**config.mk**
```make
export PLATFORM = sky130hd
export DESIGN_NAME = next_protocol_comparator
export DESIGN_NICKNAME = d
export VERILOG_FILES = /design/src/rtl/masked_match.v /design/src/rtl/window_gather.v /design/src/rtl/next_protocol_comparator.v
export VERILOG_INCLUDE_DIRS = /design/src /design/src/rtl
export SDC_FILE = /design/constraint.sdc
export NUM_CORES = 1
export LEC_CHECK = 0
export BUFFER_PORTS_ARGS = -buffer_cell sky130_fd_sc_hd__buf_4
export CAP_MARGIN = 20
export CORE_MARGIN = 1
export CORE_UTILIZATION = 55
export CTS_CLUSTER_DIAMETER = 50
export CTS_CLUSTER_SIZE = 40
export DETAILED_ROUTE_END_ITERATION = 7
export GPL_TIMING_DRIVEN = 1
export PLACE_DENSITY = 0.75
export SLEW_MARGIN = 20
export SYNTH_ARGS = -nofsm -noshare
export SYNTH_HDL_FRONTEND = slang
export SYNTH_HIERARCHICAL = 1
export SYNTH_SLANG_ARGS = --single-unit
```
**constraint.sdc**
```tcl
create_clock -name mclk -period 3.3 [get_ports mclk]
set_clock_uncertainty 0.05 [all_clocks]
set_input_delay 0.66 -clock mclk [delete_from_list [all_inputs] [get_ports mclk]]
set_output_delay 0.66 -clock mclk [all_outputs]
set_load 0.02 [all_outputs]
```
**src/rtl/npc_map.vh**
```
// constants for the next-protocol comparator stage: register indices, fields,
// reset values and header byte positions. definitions only.
`ifndef NPC_MAP_VH
`define NPC_MAP_VH

// register word indices on the plain register port
`define NPC_REG_CTRL      4'h0
`define NPC_REG_WIN1      4'h1
`define NPC_REG_POS       4'h2
`define NPC_REG_HDR       4'h3
`define NPC_REG_M2_LO     4'h4
`define NPC_REG_M2_HI     4'h5
`define NPC_REG_K2_LO     4'h6
`define NPC_REG_K2_HI     4'h7
`define NPC_REG_STATUS    4'h8
`define NPC_REG_FRAMES    4'h9
`define NPC_REG_HITS      4'ha

// control register fields
`define NPC_CTRL_MODE_LSB  0
`define NPC_CTRL_NXT_LSB   2
`define NPC_CTRL_CLR_BIT   5
`define NPC_CTRL_UPD_BIT   6
`define NPC_CTRL_CLEN_LSB  8
// window 1 register fields
`define NPC_WIN1_VAL_LSB   0
`define NPC_WIN1_MSK_LSB   8
`define NPC_WIN1_POS_LSB   16
// position register fields
`define NPC_POS_W2_LSB     0
`define NPC_POS_FLOW_LSB   8
// header register fields
`define NPC_HDR_LEN_LSB    0
`define NPC_HDR_CKS_LSB    8

// protocol select codes
`define NPC_MODE_IPV4      2'h0
`define NPC_MODE_IPV6      2'h1
`define NPC_MODE_GEN32     2'h2
`define NPC_MODE_GEN128    2'h3

// expected version nibbles
`define NPC_VER_IPV4       4'h4
`define NPC_VER_IPV6       4'h6

// next-stage codes that are not reserved
`define NPC_NXT_ETH2       3'h1
`define NPC_NXT_IP1        3'h2
`define NPC_NXT_IP2        3'h3
`define NPC_NXT_PTP        3'h5

// ipv4 header byte positions
`define NPC_POS_VERSION    8'h00
`define NPC_POS_FRAG_HI    8'h06
`define NPC_POS_FRAG_LO    8'h07
`define NPC_MF_BIT         5

// reset values and counter limit
`define NPC_RST_CKS_LEN    2'h2
`define NPC_CNT_MAX        8'hff

`endif

```
**src/rtl/masked_match.v**
```verilog
// masked compare of a captured field against a programmed value.
// assumes value, mask and field are stable while hit is sampled.
`timescale 1ns/100ps
module masked_match #(
  parameter W = 8
) (
  // programmed match set
  input  wire [W-1:0] value,
  input  wire [W-1:0] mask,
  // captured field
  input  wire [W-1:0] field,
  input  wire         got,
  // result
  output wire         enabled,
  output wire         hit
);
  assign enabled = |mask;
  // an all-zero mask imposes nothing; otherwise the field must be present
  assign hit = ~enabled | (got & (((field ^ value) & mask) == {W{1'b0}}));
endmodule // masked_match

```
**src/rtl/window_gather.v**
```verilog
// collects n consecutive header bytes starting at a programmed position.
// assumes pos_now is the header-relative index of the byte on data.
`timescale 1ns/100ps
module window_gather #(
  parameter N = 1
) (
  // clock and reset
  input  wire           mclk,
  input  wire           nrst,
  // byte stream
  input  wire           take,
  input  wire           first,
  input  wire [7:0]     pos_now,
  input  wire [7:0]     data,
  // window start
  input  wire [7:0]     start,
  // captured field, first byte in the top lane
  output reg  [8*N-1:0] field_q,
  output reg            got_q
);
  // span of the window beyond its first byte, cut to the index width
  localparam [31:0] SPAN = N - 1;
  wire [8:0] last = {1'b0, start} + SPAN[8:0];
  wire       in_w = ({1'b0, pos_now} >= {1'b0, start}) && ({1'b0, pos_now} <= last);
  wire [8*N-1:0] shifted;

  genvar g;
  generate
    for (g = 1; g < N; g = g + 1) begin : lane
      assign shifted[8*g+7:8*g] = field_q[8*g-1:8*g-8];
    end
  endgenerate
  assign shifted[7:0] = data;

  always @(posedge mclk or negedge nrst) begin
    if (!nrst) begin
      field_q <= {8*N{1'b0}};
      got_q   <= 1'b0;
    end else if (take) begin
      if (in_w)
        field_q <= shifted;
      if (first)
        got_q <= in_w && ({1'b0, pos_now} == last);
      else if (in_w && ({1'b0, pos_now} == last))
        got_q <= 1'b1;
    end
  end
endmodule // window_gather

```
**src/rtl/next_protocol_comparator.v**
```verilog
// next-protocol check stage of the ip/udp/ach comparator: registers, header
// byte tracking, version and fragment checks, two masked windows, verdict.
// assumes header bytes arrive at most one per clock from the preceding stage, with
// hdr_first on byte 0 of this header and hdr_last on its final byte.
//
// Overview of operation
// two-bit select picks ipv4, ipv6, generic modes
// version must be 4 or 6; generic unchecked
// ipv4 needs fragment offset and mf zero
// window one masks 8 bits against protocol byte
// all-zero mask disables its window
// window one starts at 5-bit position
// window two masks a 64-bit field
// window two starts at 7-bit position
// next header start is programmed length
// software keeps one header order and length
// 3-bit selector names next comparator, some reserved
// flow window starts at 5-bit offset
// clear enable zeroes udp checksum, ipv4 only
// update enable rewrites last two payload bytes
// software never sets both checksum enables
// ipv4 checksum position passed to rewriter
// 2-bit checksum length passed to rewriter
// match only if checks and windows agree
//
// Decided for this implementation: the strobed register port and the placing of the registers.
`timescale 1ns/100ps
`include "npc_map.vh"
module next_protocol_comparator (
  // clock and reset
  input  wire        mclk,
  input  wire        nrst,
  // register port
  input  wire [3:0]  reg_addr,
  input  wire [31:0] reg_wdata,
  input  wire        reg_wr,
  input  wire        reg_rd,
  output reg  [31:0] reg_rdata_q,
  // header byte stream
  input  wire        hdr_valid,
  input  wire        hdr_first,
  input  wire        hdr_last,
  input  wire [7:0]  hdr_data,
  // position markers
  output reg         flow_start_q,
  output reg         next_start_q,
  // verdict
  output reg         result_valid_q,
  output reg         proto_match_q,
  output reg  [2:0]  next_stage_q,
  output reg         next_stage_ok_q,
  output reg  [7:0]  next_hdr_pos_q,
  // checksum hand-over to the rewriter
  output reg         cks_clear_q,
  output reg         cks_update_q,
  output reg         cks_pos_valid_q,
  output reg  [7:0]  cks_pos_q,
  output reg  [1:0]  cks_len_q
);

  localparam [2:0] ST_IDLE  = 3'b001;
  localparam [2:0] ST_BODY  = 3'b010;
  localparam [2:0] ST_JUDGE = 3'b100;

  // configuration registers
  reg  [1:0]  protocol_select_q;
  reg  [2:0]  next_stage_selector_q;
  reg         zero_en_q;
  reg         comp_en_q;
  reg  [1:0]  checksum_length_q;
  reg  [7:0]  first_value_q;
  reg  [7:0]  first_mask_q;
  reg  [4:0]  first_pos_q;
  reg  [6:0]  second_pos_q;
  reg  [4:0]  flow_pos_q;
  reg  [7:0]  header_length_q;
  reg  [7:0]  checksum_position_q;
  reg  [63:0] second_value_q;
  reg  [63:0] second_mask_q;

  // frame tracking
  reg  [2:0]  state_q;
  reg  [2:0]  state_d;
  reg  [7:0]  cnt_q;
  reg  [3:0]  version_q;
  reg         frag_bad_q;
  reg         frag_seen_q;
  reg  [15:0] frames_q;
  reg  [15:0] hits_q;
  reg  [5:0]  last_status_q;

  wire [7:0]  pos_now;
  wire        take;
  wire [7:0]  w1_field;
  wire        w1_got;
  wire [63:0] w2_field;
  wire        w2_got;
  wire        w1_en;
  wire        w1_hit;
  wire        w2_en;
  wire        w2_hit;
  reg         ver_ok;
  reg         frag_ok;
  wire        verdict;
  wire        both_cks;

  // reserved selector codes give no onward stage
  function stage_ok;
    input [2:0] code;
    begin
      case (code)
        `NPC_NXT_ETH2, `NPC_NXT_IP1, `NPC_NXT_IP2, `NPC_NXT_PTP: stage_ok = 1'b1;
        default: stage_ok = 1'b0;
      endcase
    end
  endfunction

  // register writes
  always @(posedge mclk or negedge nrst) begin
    if (!nrst) begin
      protocol_select_q     <= `NPC_MODE_IPV4;
      next_stage_selector_q <= 3'h0;
      zero_en_q             <= 1'b0;
      comp_en_q             <= 1'b0;
      checksum_length_q     <= `NPC_RST_CKS_LEN;
      first_value_q         <= 8'h00;
      first_mask_q          <= 8'h00;
      first_pos_q           <= 5'h00;
      second_pos_q          <= 7'h00;
      flow_pos_q            <= 5'h00;
      header_length_q       <= 8'h00;
      checksum_position_q   <= 8'h00;
      second_value_q        <= 64'h0;
      second_mask_q         <= 64'h0;
    end else if (reg_wr) begin
      case (reg_addr)
        `NPC_REG_CTRL: begin
          protocol_select_q     <= reg_wdata[`NPC_CTRL_MODE_LSB+1:`NPC_CTRL_MODE_LSB];
          next_stage_selector_q <= reg_wdata[`NPC_CTRL_NXT_LSB+2:`NPC_CTRL_NXT_LSB];
          zero_en_q             <= reg_wdata[`NPC_CTRL_CLR_BIT];
          comp_en_q             <= reg_wdata[`NPC_CTRL_UPD_BIT];
          checksum_length_q     <= reg_wdata[`NPC_CTRL_CLEN_LSB+1:`NPC_CTRL_CLEN_LSB];
        end
        `NPC_REG_WIN1: begin
          first_value_q <= reg_wdata[`NPC_WIN1_VAL_LSB+7:`NPC_WIN1_VAL_LSB];
          first_mask_q  <= reg_wdata[`NPC_WIN1_MSK_LSB+7:`NPC_WIN1_MSK_LSB];
          first_pos_q   <= reg_wdata[`NPC_WIN1_POS_LSB+4:`NPC_WIN1_POS_LSB];
        end
        `NPC_REG_POS: begin
          second_pos_q <= reg_wdata[`NPC_POS_W2_LSB+6:`NPC_POS_W2_LSB];
          flow_pos_q   <= reg_wdata[`NPC_POS_FLOW_LSB+4:`NPC_POS_FLOW_LSB];
        end
        `NPC_REG_HDR: begin
          header_length_q     <= reg_wdata[`NPC_HDR_LEN_LSB+7:`NPC_HDR_LEN_LSB];
          checksum_position_q <= reg_wdata[`NPC_HDR_CKS_LSB+7:`NPC_HDR_CKS_LSB];
        end
        `NPC_REG_M2_LO: second_value_q[31:0]  <= reg_wdata;
        `NPC_REG_M2_HI: second_value_q[63:32] <= reg_wdata;
        `NPC_REG_K2_LO: second_mask_q[31:0]   <= reg_wdata;
        `NPC_REG_K2_HI: second_mask_q[63:32]  <= reg_wdata;
        default: ;
      endcase
    end
  end

  // register reads, data one cycle after the strobe
  always @(posedge mclk or negedge nrst) begin
    if (!nrst) begin
      reg_rdata_q <= 32'h0;
    end else if (reg_rd) begin
      case (reg_addr)
        `NPC_REG_CTRL:   reg_rdata_q <= {22'h0, checksum_length_q, 1'b0, comp_en_q,
                                         zero_en_q, next_stage_selector_q,
                                         protocol_select_q};
        `NPC_REG_WIN1:   reg_rdata_q <= {11'h0, first_pos_q, first_mask_q, first_value_q};
        `NPC_REG_POS:    reg_rdata_q <= {19'h0, flow_pos_q, 1'b0, second_pos_q};
        `NPC_REG_HDR:    reg_rdata_q <= {16'h0, checksum_position_q, header_length_q};
        `NPC_REG_M2_LO:  reg_rdata_q <= second_value_q[31:0];
        `NPC_REG_M2_HI:  reg_rdata_q <= second_value_q[63:32];
        `NPC_REG_K2_LO:  reg_rdata_q <= second_mask_q[31:0];
        `NPC_REG_K2_HI:  reg_rdata_q <= second_mask_q[63:32];
        `NPC_REG_STATUS: reg_rdata_q <= {24'h0, both_cks, state_q[0], last_status_q};
        `NPC_REG_FRAMES: reg_rdata_q <= {16'h0, frames_q};
        `NPC_REG_HITS:   reg_rdata_q <= {16'h0, hits_q};
        default:         reg_rdata_q <= 32'h0;
      endcase
    end else begin
      reg_rdata_q <= 32'h0;
    end
  end

  // header byte index: byte 0 is the one flagged first
  assign take    = hdr_valid && (hdr_first || state_q == ST_BODY);
  assign pos_now = hdr_first ? 8'h00 : cnt_q;

  always @* begin
    state_d = state_q;
    case (state_q)
      ST_IDLE:  if (hdr_valid && hdr_first) state_d = hdr_last ? ST_JUDGE : ST_BODY;
      ST_BODY:  if (hdr_valid && hdr_last) state_d = ST_JUDGE;
      ST_JUDGE: state_d = ST_IDLE;
      default:  state_d = ST_IDLE;
    endcase
  end

  always @(posedge mclk or negedge nrst) begin
    if (!nrst) begin
      state_q     <= ST_IDLE;
      cnt_q       <= 8'h00;
      version_q   <= 4'h0;
      frag_bad_q  <= 1'b0;
      frag_seen_q <= 1'b0;
    end else begin
      state_q <= state_d;
      if (take) begin
        if (pos_now != `NPC_CNT_MAX)
          cnt_q <= pos_now + 8'h01;
        if (hdr_first) begin
          version_q   <= hdr_data[7:4];
          frag_bad_q  <= 1'b0;
          frag_seen_q <= 1'b0;
        end
        // mf flag and the 13-bit fragment offset must all be zero
        if (pos_now == `NPC_POS_FRAG_HI && (hdr_data[`NPC_MF_BIT:0] != 6'h00))
          frag_bad_q <= 1'b1;
        if (pos_now == `NPC_POS_FRAG_LO) begin
          frag_seen_q <= 1'b1;
          if (hdr_data != 8'h00)
            frag_bad_q <= 1'b1;
        end
      end
    end
  end

  // position markers for the flow stage and the following header
  always @(posedge mclk or negedge nrst) begin
    if (!nrst) begin
      flow_start_q <= 1'b0;
      next_start_q <= 1'b0;
    end else begin
      flow_start_q <= take && (pos_now == {3'h0, flow_pos_q});
      next_start_q <= take && (pos_now == header_length_q);
    end
  end

  // window captures
  window_gather #(.N(1)) u_win1 (
    .mclk    (mclk),
    .nrst    (nrst),
    .take    (take),
    .first   (hdr_first),
    .pos_now (pos_now),
    .data    (hdr_data),
    .start   ({3'h0, first_pos_q}),
    .field_q (w1_field),
    .got_q   (w1_got)
  );

  window_gather #(.N(8)) u_win2 (
    .mclk    (mclk),
    .nrst    (nrst),
    .take    (take),
    .first   (hdr_first),
    .pos_now (pos_now),
    .data    (hdr_data),
    .start   ({1'b0, second_pos_q}),
    .field_q (w2_field),
    .got_q   (w2_got)
  );

  masked_match #(.W(8)) u_cmp1 (
    .value   (first_value_q),
    .mask    (first_mask_q),
    .field   (w1_field),
    .got     (w1_got),
    .enabled (w1_en),
    .hit     (w1_hit)
  );

  masked_match #(.W(64)) u_cmp2 (
    .value   (second_value_q),
    .mask    (second_mask_q),
    .field   (w2_field),
    .got     (w2_got),
    .enabled (w2_en),
    .hit     (w2_hit)
  );

  // mode checks
  always @* begin
    ver_ok  = 1'b1;
    frag_ok = 1'b1;
    case (protocol_select_q)
      `NPC_MODE_IPV4: begin
        ver_ok  = (version_q == `NPC_VER_IPV4);
        frag_ok = frag_seen_q && !frag_bad_q;
      end
      `NPC_MODE_IPV6: ver_ok = (version_q == `NPC_VER_IPV6);
      default: ver_ok = 1'b1;
    endcase
  end

  assign verdict  = ver_ok && frag_ok && w1_hit && w2_hit;
  assign both_cks = zero_en_q && comp_en_q;

  // verdict and hand-over, one cycle after the judging cycle
  always @(posedge mclk or negedge nrst) begin
    if (!nrst) begin
      result_valid_q  <= 1'b0;
      proto_match_q   <= 1'b0;
      next_stage_q    <= 3'h0;
      next_stage_ok_q <= 1'b0;
      next_hdr_pos_q  <= 8'h00;
      cks_clear_q     <= 1'b0;
      cks_update_q    <= 1'b0;
      cks_pos_valid_q <= 1'b0;
      cks_pos_q       <= 8'h00;
      cks_len_q       <= `NPC_RST_CKS_LEN;
      last_status_q   <= 6'h00;
      frames_q        <= 16'h0;
      hits_q          <= 16'h0;
    end else if (state_q == ST_JUDGE) begin
      result_valid_q  <= 1'b1;
      proto_match_q   <= verdict;
      next_stage_q    <= next_stage_selector_q;
      next_stage_ok_q <= verdict && stage_ok(next_stage_selector_q);
      next_hdr_pos_q  <= header_length_q;
      // clearing applies to udp over ipv4 only; it wins a misconfigured pair
      cks_clear_q     <= verdict && zero_en_q
                         && (protocol_select_q == `NPC_MODE_IPV4);
      cks_update_q    <= verdict && comp_en_q && !zero_en_q;
      cks_pos_valid_q <= verdict && (protocol_select_q == `NPC_MODE_IPV4);
      cks_pos_q       <= checksum_position_q;
      cks_len_q       <= checksum_length_q;
      last_status_q   <= {stage_ok(next_stage_selector_q), w2_hit && w2_en,
                          w1_hit && w1_en, frag_ok, ver_ok, verdict};
      frames_q        <= frames_q + 16'h1;
      if (verdict)
        hits_q <= hits_q + 16'h1;
    end else begin
      result_valid_q  <= 1'b0;
      cks_len_q       <= checksum_length_q;
    end
  end

endmodule // next_protocol_comparator

```
* Word-level counts from Yosys, hierarchy flattened *
Index checks and enable logic that the tools add are counted.

word-level totals
  output and inout bits = 61
  bits in writable memories = 0
  bits in latches = 0
  logic and storage cells = 165
  input port bits = 51
  register bits = 376
  memories = 0
  memory bits (read-only) = 0

cells by class
  add/sub/neg operators = 4
  $mul = 0
  reduce and logical (&&, ||, !) cells = 55
  div/mod/pow operators = 0
  bitwise gates (word level) = 10
  $lt $le $gt $ge = 4
  shift-type cells = 0
  equal/unequal tests = 29
  multiplexer cells = 22

operators with widths
  cell                                                              count
  32-bit one-hot mux with 11 select lines                           1
  64-bit bitwise AND                                                1
  64-bit logical NOT                                                1
  64-bit OR reduction                                               1
  64-bit bitwise XOR                                                1
  2-bit AND reduction                                               17
  16-bit by 1-bit adder with 16-bit output (second input constant)  2
  32-bit 2-to-1 mux                                                 1
  4-bit by 3-bit == test with 1-bit output (second input constant)  6
  1-bit logical AND                                                 23
  8-bit by 3-bit == test with 1-bit output (second input constant)  2
  8-bit by 5-bit == test with 1-bit output                          2
  1-bit 2-to-1 mux                                                  14
  4-bit == test (second input constant)                             3
  3-bit by 2-bit == test with 1-bit output (second input constant)  3
  8-bit by 9-bit == test with 1-bit output                          1
  8-bit by 9-bit less-or-equal comparator with 1-bit output         1
  3-bit 2-to-1 mux                                                  3
  7-bit by 3-bit adder with 8-bit output (second input constant)    1
  8-bit by 1-bit adder with 8-bit output (second input constant)    1
  8-bit bitwise AND                                                 1
  4-bit by 2-bit == test with 1-bit output (second input constant)  2
  8-bit == test                                                     1
  8-bit by 5-bit >= comparator with 1-bit output                    1
  other kinds (26)                                                  34

* Logic depth before layout (Yosys ltp) *
  word-level depth = 9
  depth in mapped cells = 13

* By module *
The synthesis kept the hierarchy.

by module, submodules not included
  module                    area an instance (µm²)  cells each  instances  seq. area each (µm²)
  next_protocol_comparator  13,431.6                1,090       1          7,536.0
  window_gather at u_win2   3,224.3                 200         1          1,626.6
  masked_match at u_cmp2    1,022.2                 128         1          0.0
  window_gather at u_win1   495.5                   39          1          225.2
  masked_match at u_cmp1    130.1                   18          1          0.0

* Least setup slack after synthesis *
OpenSTA, ideal clock, no wires.

  path kind = input-to-reg
  from = in hdr_first
  to = reg u_win2.field_q[0]
  data required time = 3.125 ns
  path buffers = 3
  arrival = 2.797 ns
  path slack = 0.327 ns
  stages = 10
  path through = clkbuf_1 > nor2b_1 > ha_1 > and3_1 > a221o_1 > a2bb2oi_2 > a31o_2 > buf_12 > buf_12 > mux2_4

between the ends
  word-level cells in the longest chain between the ends = 4
  elaborated cells between the ends (all ways) = 7
  classes of those cells = order compare: 2; mux: 1; reduce/logical: 4

ends and longest elaborated chain
  item                                                                                                                                line                            RTL
  from (decl)                                                                                                                         next_protocol_comparator.v:41   input wire hdr_first,
  8-bit 2-to-1 mux *                                                                                                                  next_protocol_comparator.v:194  assign pos_now = hdr_first ? 8'h00 : cnt_q;
  net pos_now[7]                                                                                                                      next_protocol_comparator.v:92   wire [7:0] pos_now;
  8-bit by 9-bit less-or-equal comparator with 1-bit output / 8-bit by 7-bit >= comparator with 1-bit output (equally long branches)  window_gather.v:24              wire in_w = ({1'b0, pos_now} >= {1'b0, start}) && ({1'b0, pos_now} <= last);
  1-bit logical AND *                                                                                                                 window_gather.v:24
  2-bit AND reduction (no line) *                                                                                                     --
  to (signal assigned)                                                                                                                window_gather.v:37              field_q <= {8*N{1'b0}};
  to (signal assigned)                                                                                                                window_gather.v:41              field_q <= shifted;
  to (decl)                                                                                                                           window_gather.v:18              output reg [8*N-1:0] field_q,

Mark *: on every way through the listed nets, which the timed path passes. The rest lies on a longest branch.
A chain may end at the register's enable or synchronous reset.

* Worst setup path after layout *
  from = reg second_mask_q[27]
  to = reg next_stage_ok_q

between the ends
  elaborated cells between the ends (all ways) = 8
  classes of those cells = bitwise: 4; reduce/logical: 4

RTL lines
  item                    line                            RTL
  from (decl)             next_protocol_comparator.v:79   reg [63:0] second_mask_q;
  from (signal assigned)  next_protocol_comparator.v:159  `NPC_REG_K2_LO: second_mask_q[31:0] <= reg_wdata;
  64-bit OR reduction     masked_match.v:17               assign enabled = |mask;
  net w2_en               next_protocol_comparator.v:100  wire w2_en;
  1-bit NOT               masked_match.v:19               assign hit = ~enabled | (got & (((field ^ value) & mask) == {W{1'b0}}));
  1-bit OR                masked_match.v:19
  net w2_hit              next_protocol_comparator.v:101  wire w2_hit;
  1-bit logical AND       next_protocol_comparator.v:303  assign verdict = ver_ok && frag_ok && w1_hit && w2_hit;
  1-bit logical AND       next_protocol_comparator.v:326  next_stage_ok_q <= verdict && stage_ok(next_stage_selector_q);
  to (signal assigned)    next_protocol_comparator.v:326
  to (decl)               next_protocol_comparator.v:51   output reg next_stage_ok_q,

The timed path passes the listed nets, and every way through them passes these cells.

==> impl_metrics.env <==
export IMPL_fill_cells=2481
export IMPL_hold_violations=0
export IMPL_cts_tree="done"
export IMPL_area_growth_pct=17.1
export IMPL_synth_seq_area_share=0.513
export IMPL_synth_seq_cells=375
export IMPL_post_synth_top_count_cell="dfrtp_1"
export IMPL_io_pins=112
export IMPL_crit_type="register to register"
export IMPL_r2r_end="next_stage_ok_q"
export IMPL_cp_slowest_cell="a2111oi_0"
export IMPL_reg2reg_depth=9
export IMPL_drtIter0Drc=1547
export IMPL_place_congestion=1.00
export IMPL_cts_buffer_depth=3
export IMPL_place_hpwl_um=42900
export IMPL_min_path_type="input port to asynchronous set/reset pin"
export IMPL_yosys_top_cells_area="dfrtp_1 51%, mux2_2 11%, mux2_4 4.9%"
export IMPL_timing_setup_tns_ns=0
export IMPL_netlist_cell_type_count=91
export IMPL_drc=0
export IMPL_antenna_found_initial=0
export IMPL_core_area_mm2=0.0326
export IMPL_synth_ff_type="dfrtp_1"
export IMPL_grtUsageTotal=0.352
export IMPL_crit_top_cell="buf_4"
export IMPL_antenna_cells=0
export IMPL_finalWirelength_um=58900
export IMPL_hold_slack_ns=0.0472
export IMPL_syn_avg_cell_area_um2=12.4
export IMPL_p_leak_uw=0.0101
export IMPL_fin_nets=1729
export IMPL_synthArstFlopShare=1.00
export IMPL_maxSlewHeadroom=0.499
export IMPL_drv_cap=0
export IMPL_post_route_period_util=0.979
export IMPL_period_needed_ns=3.23
export IMPL_pwr_share_seq=0.470
export IMPL_htreeDepth=2
export IMPL_drt_first_pass_iters=6
export IMPL_synthCells=1475
export IMPL_start_util=0.561
export IMPL_die_area_mm2=0.0340
export IMPL_drive_gt1_frac=0.324
export IMPL_vdd_drop_max_uv=429
export IMPL_p_int_uw=9440
export IMPL_die_h_um=184
export IMPL_worstPathCellList="nor4_1 > nand4_1 > or4_1 > o31ai_2 > buf_4 > nand2_1 > a2111oi_0 > buf_4 > a22o_1"
export IMPL_critical_path_max_fanout=4
export IMPL_worstSetupEndpointType="register"
export IMPL_cellPowerDensity_mw_per_mm2=659
export IMPL_avgViaCountPerCell=6.49
export IMPL_root_buffer="clkbuf_16"
export IMPL_grt_pass1_vias=13500
export IMPL_numPortBuffers=111
export IMPL_swShare=0.332
export IMPL_ys_warn_count=6
export IMPL_via_count=13700
export IMPL_dieWidth_um=184
export IMPL_syn_area_mm2=0.0183
export IMPL_status="completed"
export IMPL_reg2reg_from="second_mask_q[27]"
export IMPL_cts_sinks=375
export IMPL_clk_pin_slew_worst_paths_ns=0.08
export IMPL_netlist_area_leader_share=0.509
export IMPL_tightest_slew_ns=0.740
export IMPL_synth_top_area_cell="dfrtp_1"
export IMPL_fmax_mhz=309
export IMPL_start_kind="register"
export IMPL_worstPathRequired_ns=3.72
export IMPL_post_cts_setup_buffers=0
export IMPL_overflow=0
export IMPL_path_buf_inv=2
export IMPL_slowest_delay_ns=0.67
export IMPL_pwr_share_comb=0.216
export IMPL_grt_max_degree=88
export IMPL_drv_slew=0
export IMPL_synth_edff_count=0
export IMPL_reg2reg_slack_ns=0.07
export IMPL_power_frac_clock=0.314
export IMPL_setup_violations=0
export IMPL_power_switching_uw=4700
export IMPL_ant_nets=0
export IMPL_cts_made_buffers=38
export IMPL_post_drt_wl_per_cell_um=27.8
export IMPL_critPathTopFamily="simple AND/OR/NAND/NOR gates"
export IMPL_synthTopCellsByCount="372 x dfrtp_1, 177 x mux2_2, 120 x nand2_1"
export IMPL_cp_arrival_ns=3.65
export IMPL_grt_pass1_wl_um=87200
export IMPL_rows=66
export IMPL_worstSkewPairLatency_ns=0.55
## worst reg2reg max path, cell delays in order (launching register included)
cell and delay [ns]:
dfrtp_1 0.43, nor4_1 0.55, nand4_1 0.16, or4_1 0.58, o31ai_2 0.09, buf_4 0.19, nand2_1 0.11, a2111oi_0 0.67
buf_4 0.22, a22o_1 0.12
## timing repair
action	CTS	global route
hold endpoints to repair	0	0
setup endpoints to repair	0	9
hold buffers	0	0
gates resized for setup	0	9
## cells by family (layout without fill, tap and decap cells)
logic type,after synthesis,count (layout),share of synthesized area
flops,375,375,0.513
xor+xnor,119,119,0.0569
mux,290,290,0.190
other cells,1,5,0.000205
buf+inv,95,291,0.0270
compound gates,229,229,0.0948
fa+ha+maj,29,29,0.0198
simple gates,337,337,0.0983
## cells in the final DEF (no fill, tap or decap), drive strengths merged, types with 5 or more instances in the layout
| cell | n |
|---|---|
| nor4 | 25 |
| dfrtp | 372 |
| nor2b | 15 |
| ha | 29 |
| o2bb2ai | 10 |
| nor3 | 12 |
| a222oi | 15 |
| nor2 | 34 |
| buf | 196 |
| nand2b | 12 |
| nand4 | 25 |
| and3 | 9 |
| a22o | 10 |
| nand3b | 6 |
| conb | 5 |
| mux2i | 19 |
| clkbuf | 41 |
| a21oi | 23 |
| nand3 | 39 |
| xor2 | 83 |
| o21ai | 27 |
| a31oi | 17 |
| nor3b | 7 |
| a22oi | 66 |
| a21o | 6 |
| a32oi | 7 |
| mux2 | 270 |
| or2 | 8 |
| nand2 | 120 |
| inv | 38 |
| and2 | 5 |
| clkinv | 12 |
| xnor2 | 36 |
## how the worst max path moves through the flow
stage	startpoint	end	slack, ns	cells past startpoint
floorplan	hdr_first	u_win2/field_q[0]	0.33	10
global placement	second_mask_q[10]	next_stage_ok_q	0.02	9
detailed placement	second_mask_q[20]	hits_q[14]	0.10	10
CTS	second_mask_q[20]	hits_q[14]	0.05	10
global route	second_mask_q[20]	next_stage_ok_q	-0.03	10
finish	second_mask_q[27]	next_stage_ok_q	0.07	9
## flip-flops by register name, summed over array words and instances, names as in the netlist, 4 cells and up
| signal | cells |
|---|---|
| version_q | 4 |
| next_hdr_pos_q | 8 |
| checksum_position_q | 8 |
| cks_pos_q | 8 |
| flow_pos_q | 5 |
| reg_rdata_q | 32 |
| first_mask_q | 8 |
| hits_q | 16 |
| first_pos_q | 5 |
| last_status_q | 6 |
| first_value_q | 8 |
| frames_q | 16 |
| second_value_q | 64 |
| second_mask_q | 64 |
| second_pos_q | 7 |
| u_win1/field_q | 8 |
| cnt_q | 8 |
| u_win2/field_q | 64 |
| header_length_q | 8 |
## stage by stage
step | util | cell area (um2) | worst slack (ns) | total power (uW) | cells
3_3_place_gp | 0.616 | 20100 | 0.0240 | 9530 | 2051
2_1_floorplan | - | 18300 | 0.327 | 8110 | 1479
6_report | 0.657 | 21400 | 0.0678 | 14100 | 2117
3_5_place_dp | 0.616 | 20100 | 0.101 | 9620 | 2051
5_1_grt | 0.657 | 21400 | -0.0301 | 14600 | 2117
4_1_cts | 0.656 | 21400 | 0.0546 | 14000 | 2117
## final cells by class
cell class / instances / area [um2] / area share
inverters: 29 / 109 / 0.00508
repair buffers: 196 / 1600 / 0.0748
clock buffers: 41 / 983 / 0.0459
flip-flops and latches: 375 / 9390 / 0.438
clock inverters: 25 / 298 / 0.0139
well taps: 442 / 553 / 0.0258
multi-input cells: 1009 / 8500 / 0.397
## power groups by stage
stage          clock network (uW)  registers, uW  logic [uW]
2_1_floorplan                   0           6240        1860
3_3_place_gp                    0           6610        2910
3_5_place_dp                    0           6640        2980
4_1_cts                      4470           6570        3010
5_1_grt                      4640           6680        3260
6_report                     4440           6640        3060
## layer usage
layer,GRT usage,part of all wire,wire length (um),vias up
li1,-,-,-,5771
met1,0.488,0.41,24100,7005
met2,0.547,0.45,26800,794
met3,0.0601,0.089,5230,179
met4,0.151,0.048,2810,0
met5,0,0,0,-
Power figures use the tool's default switching activity.
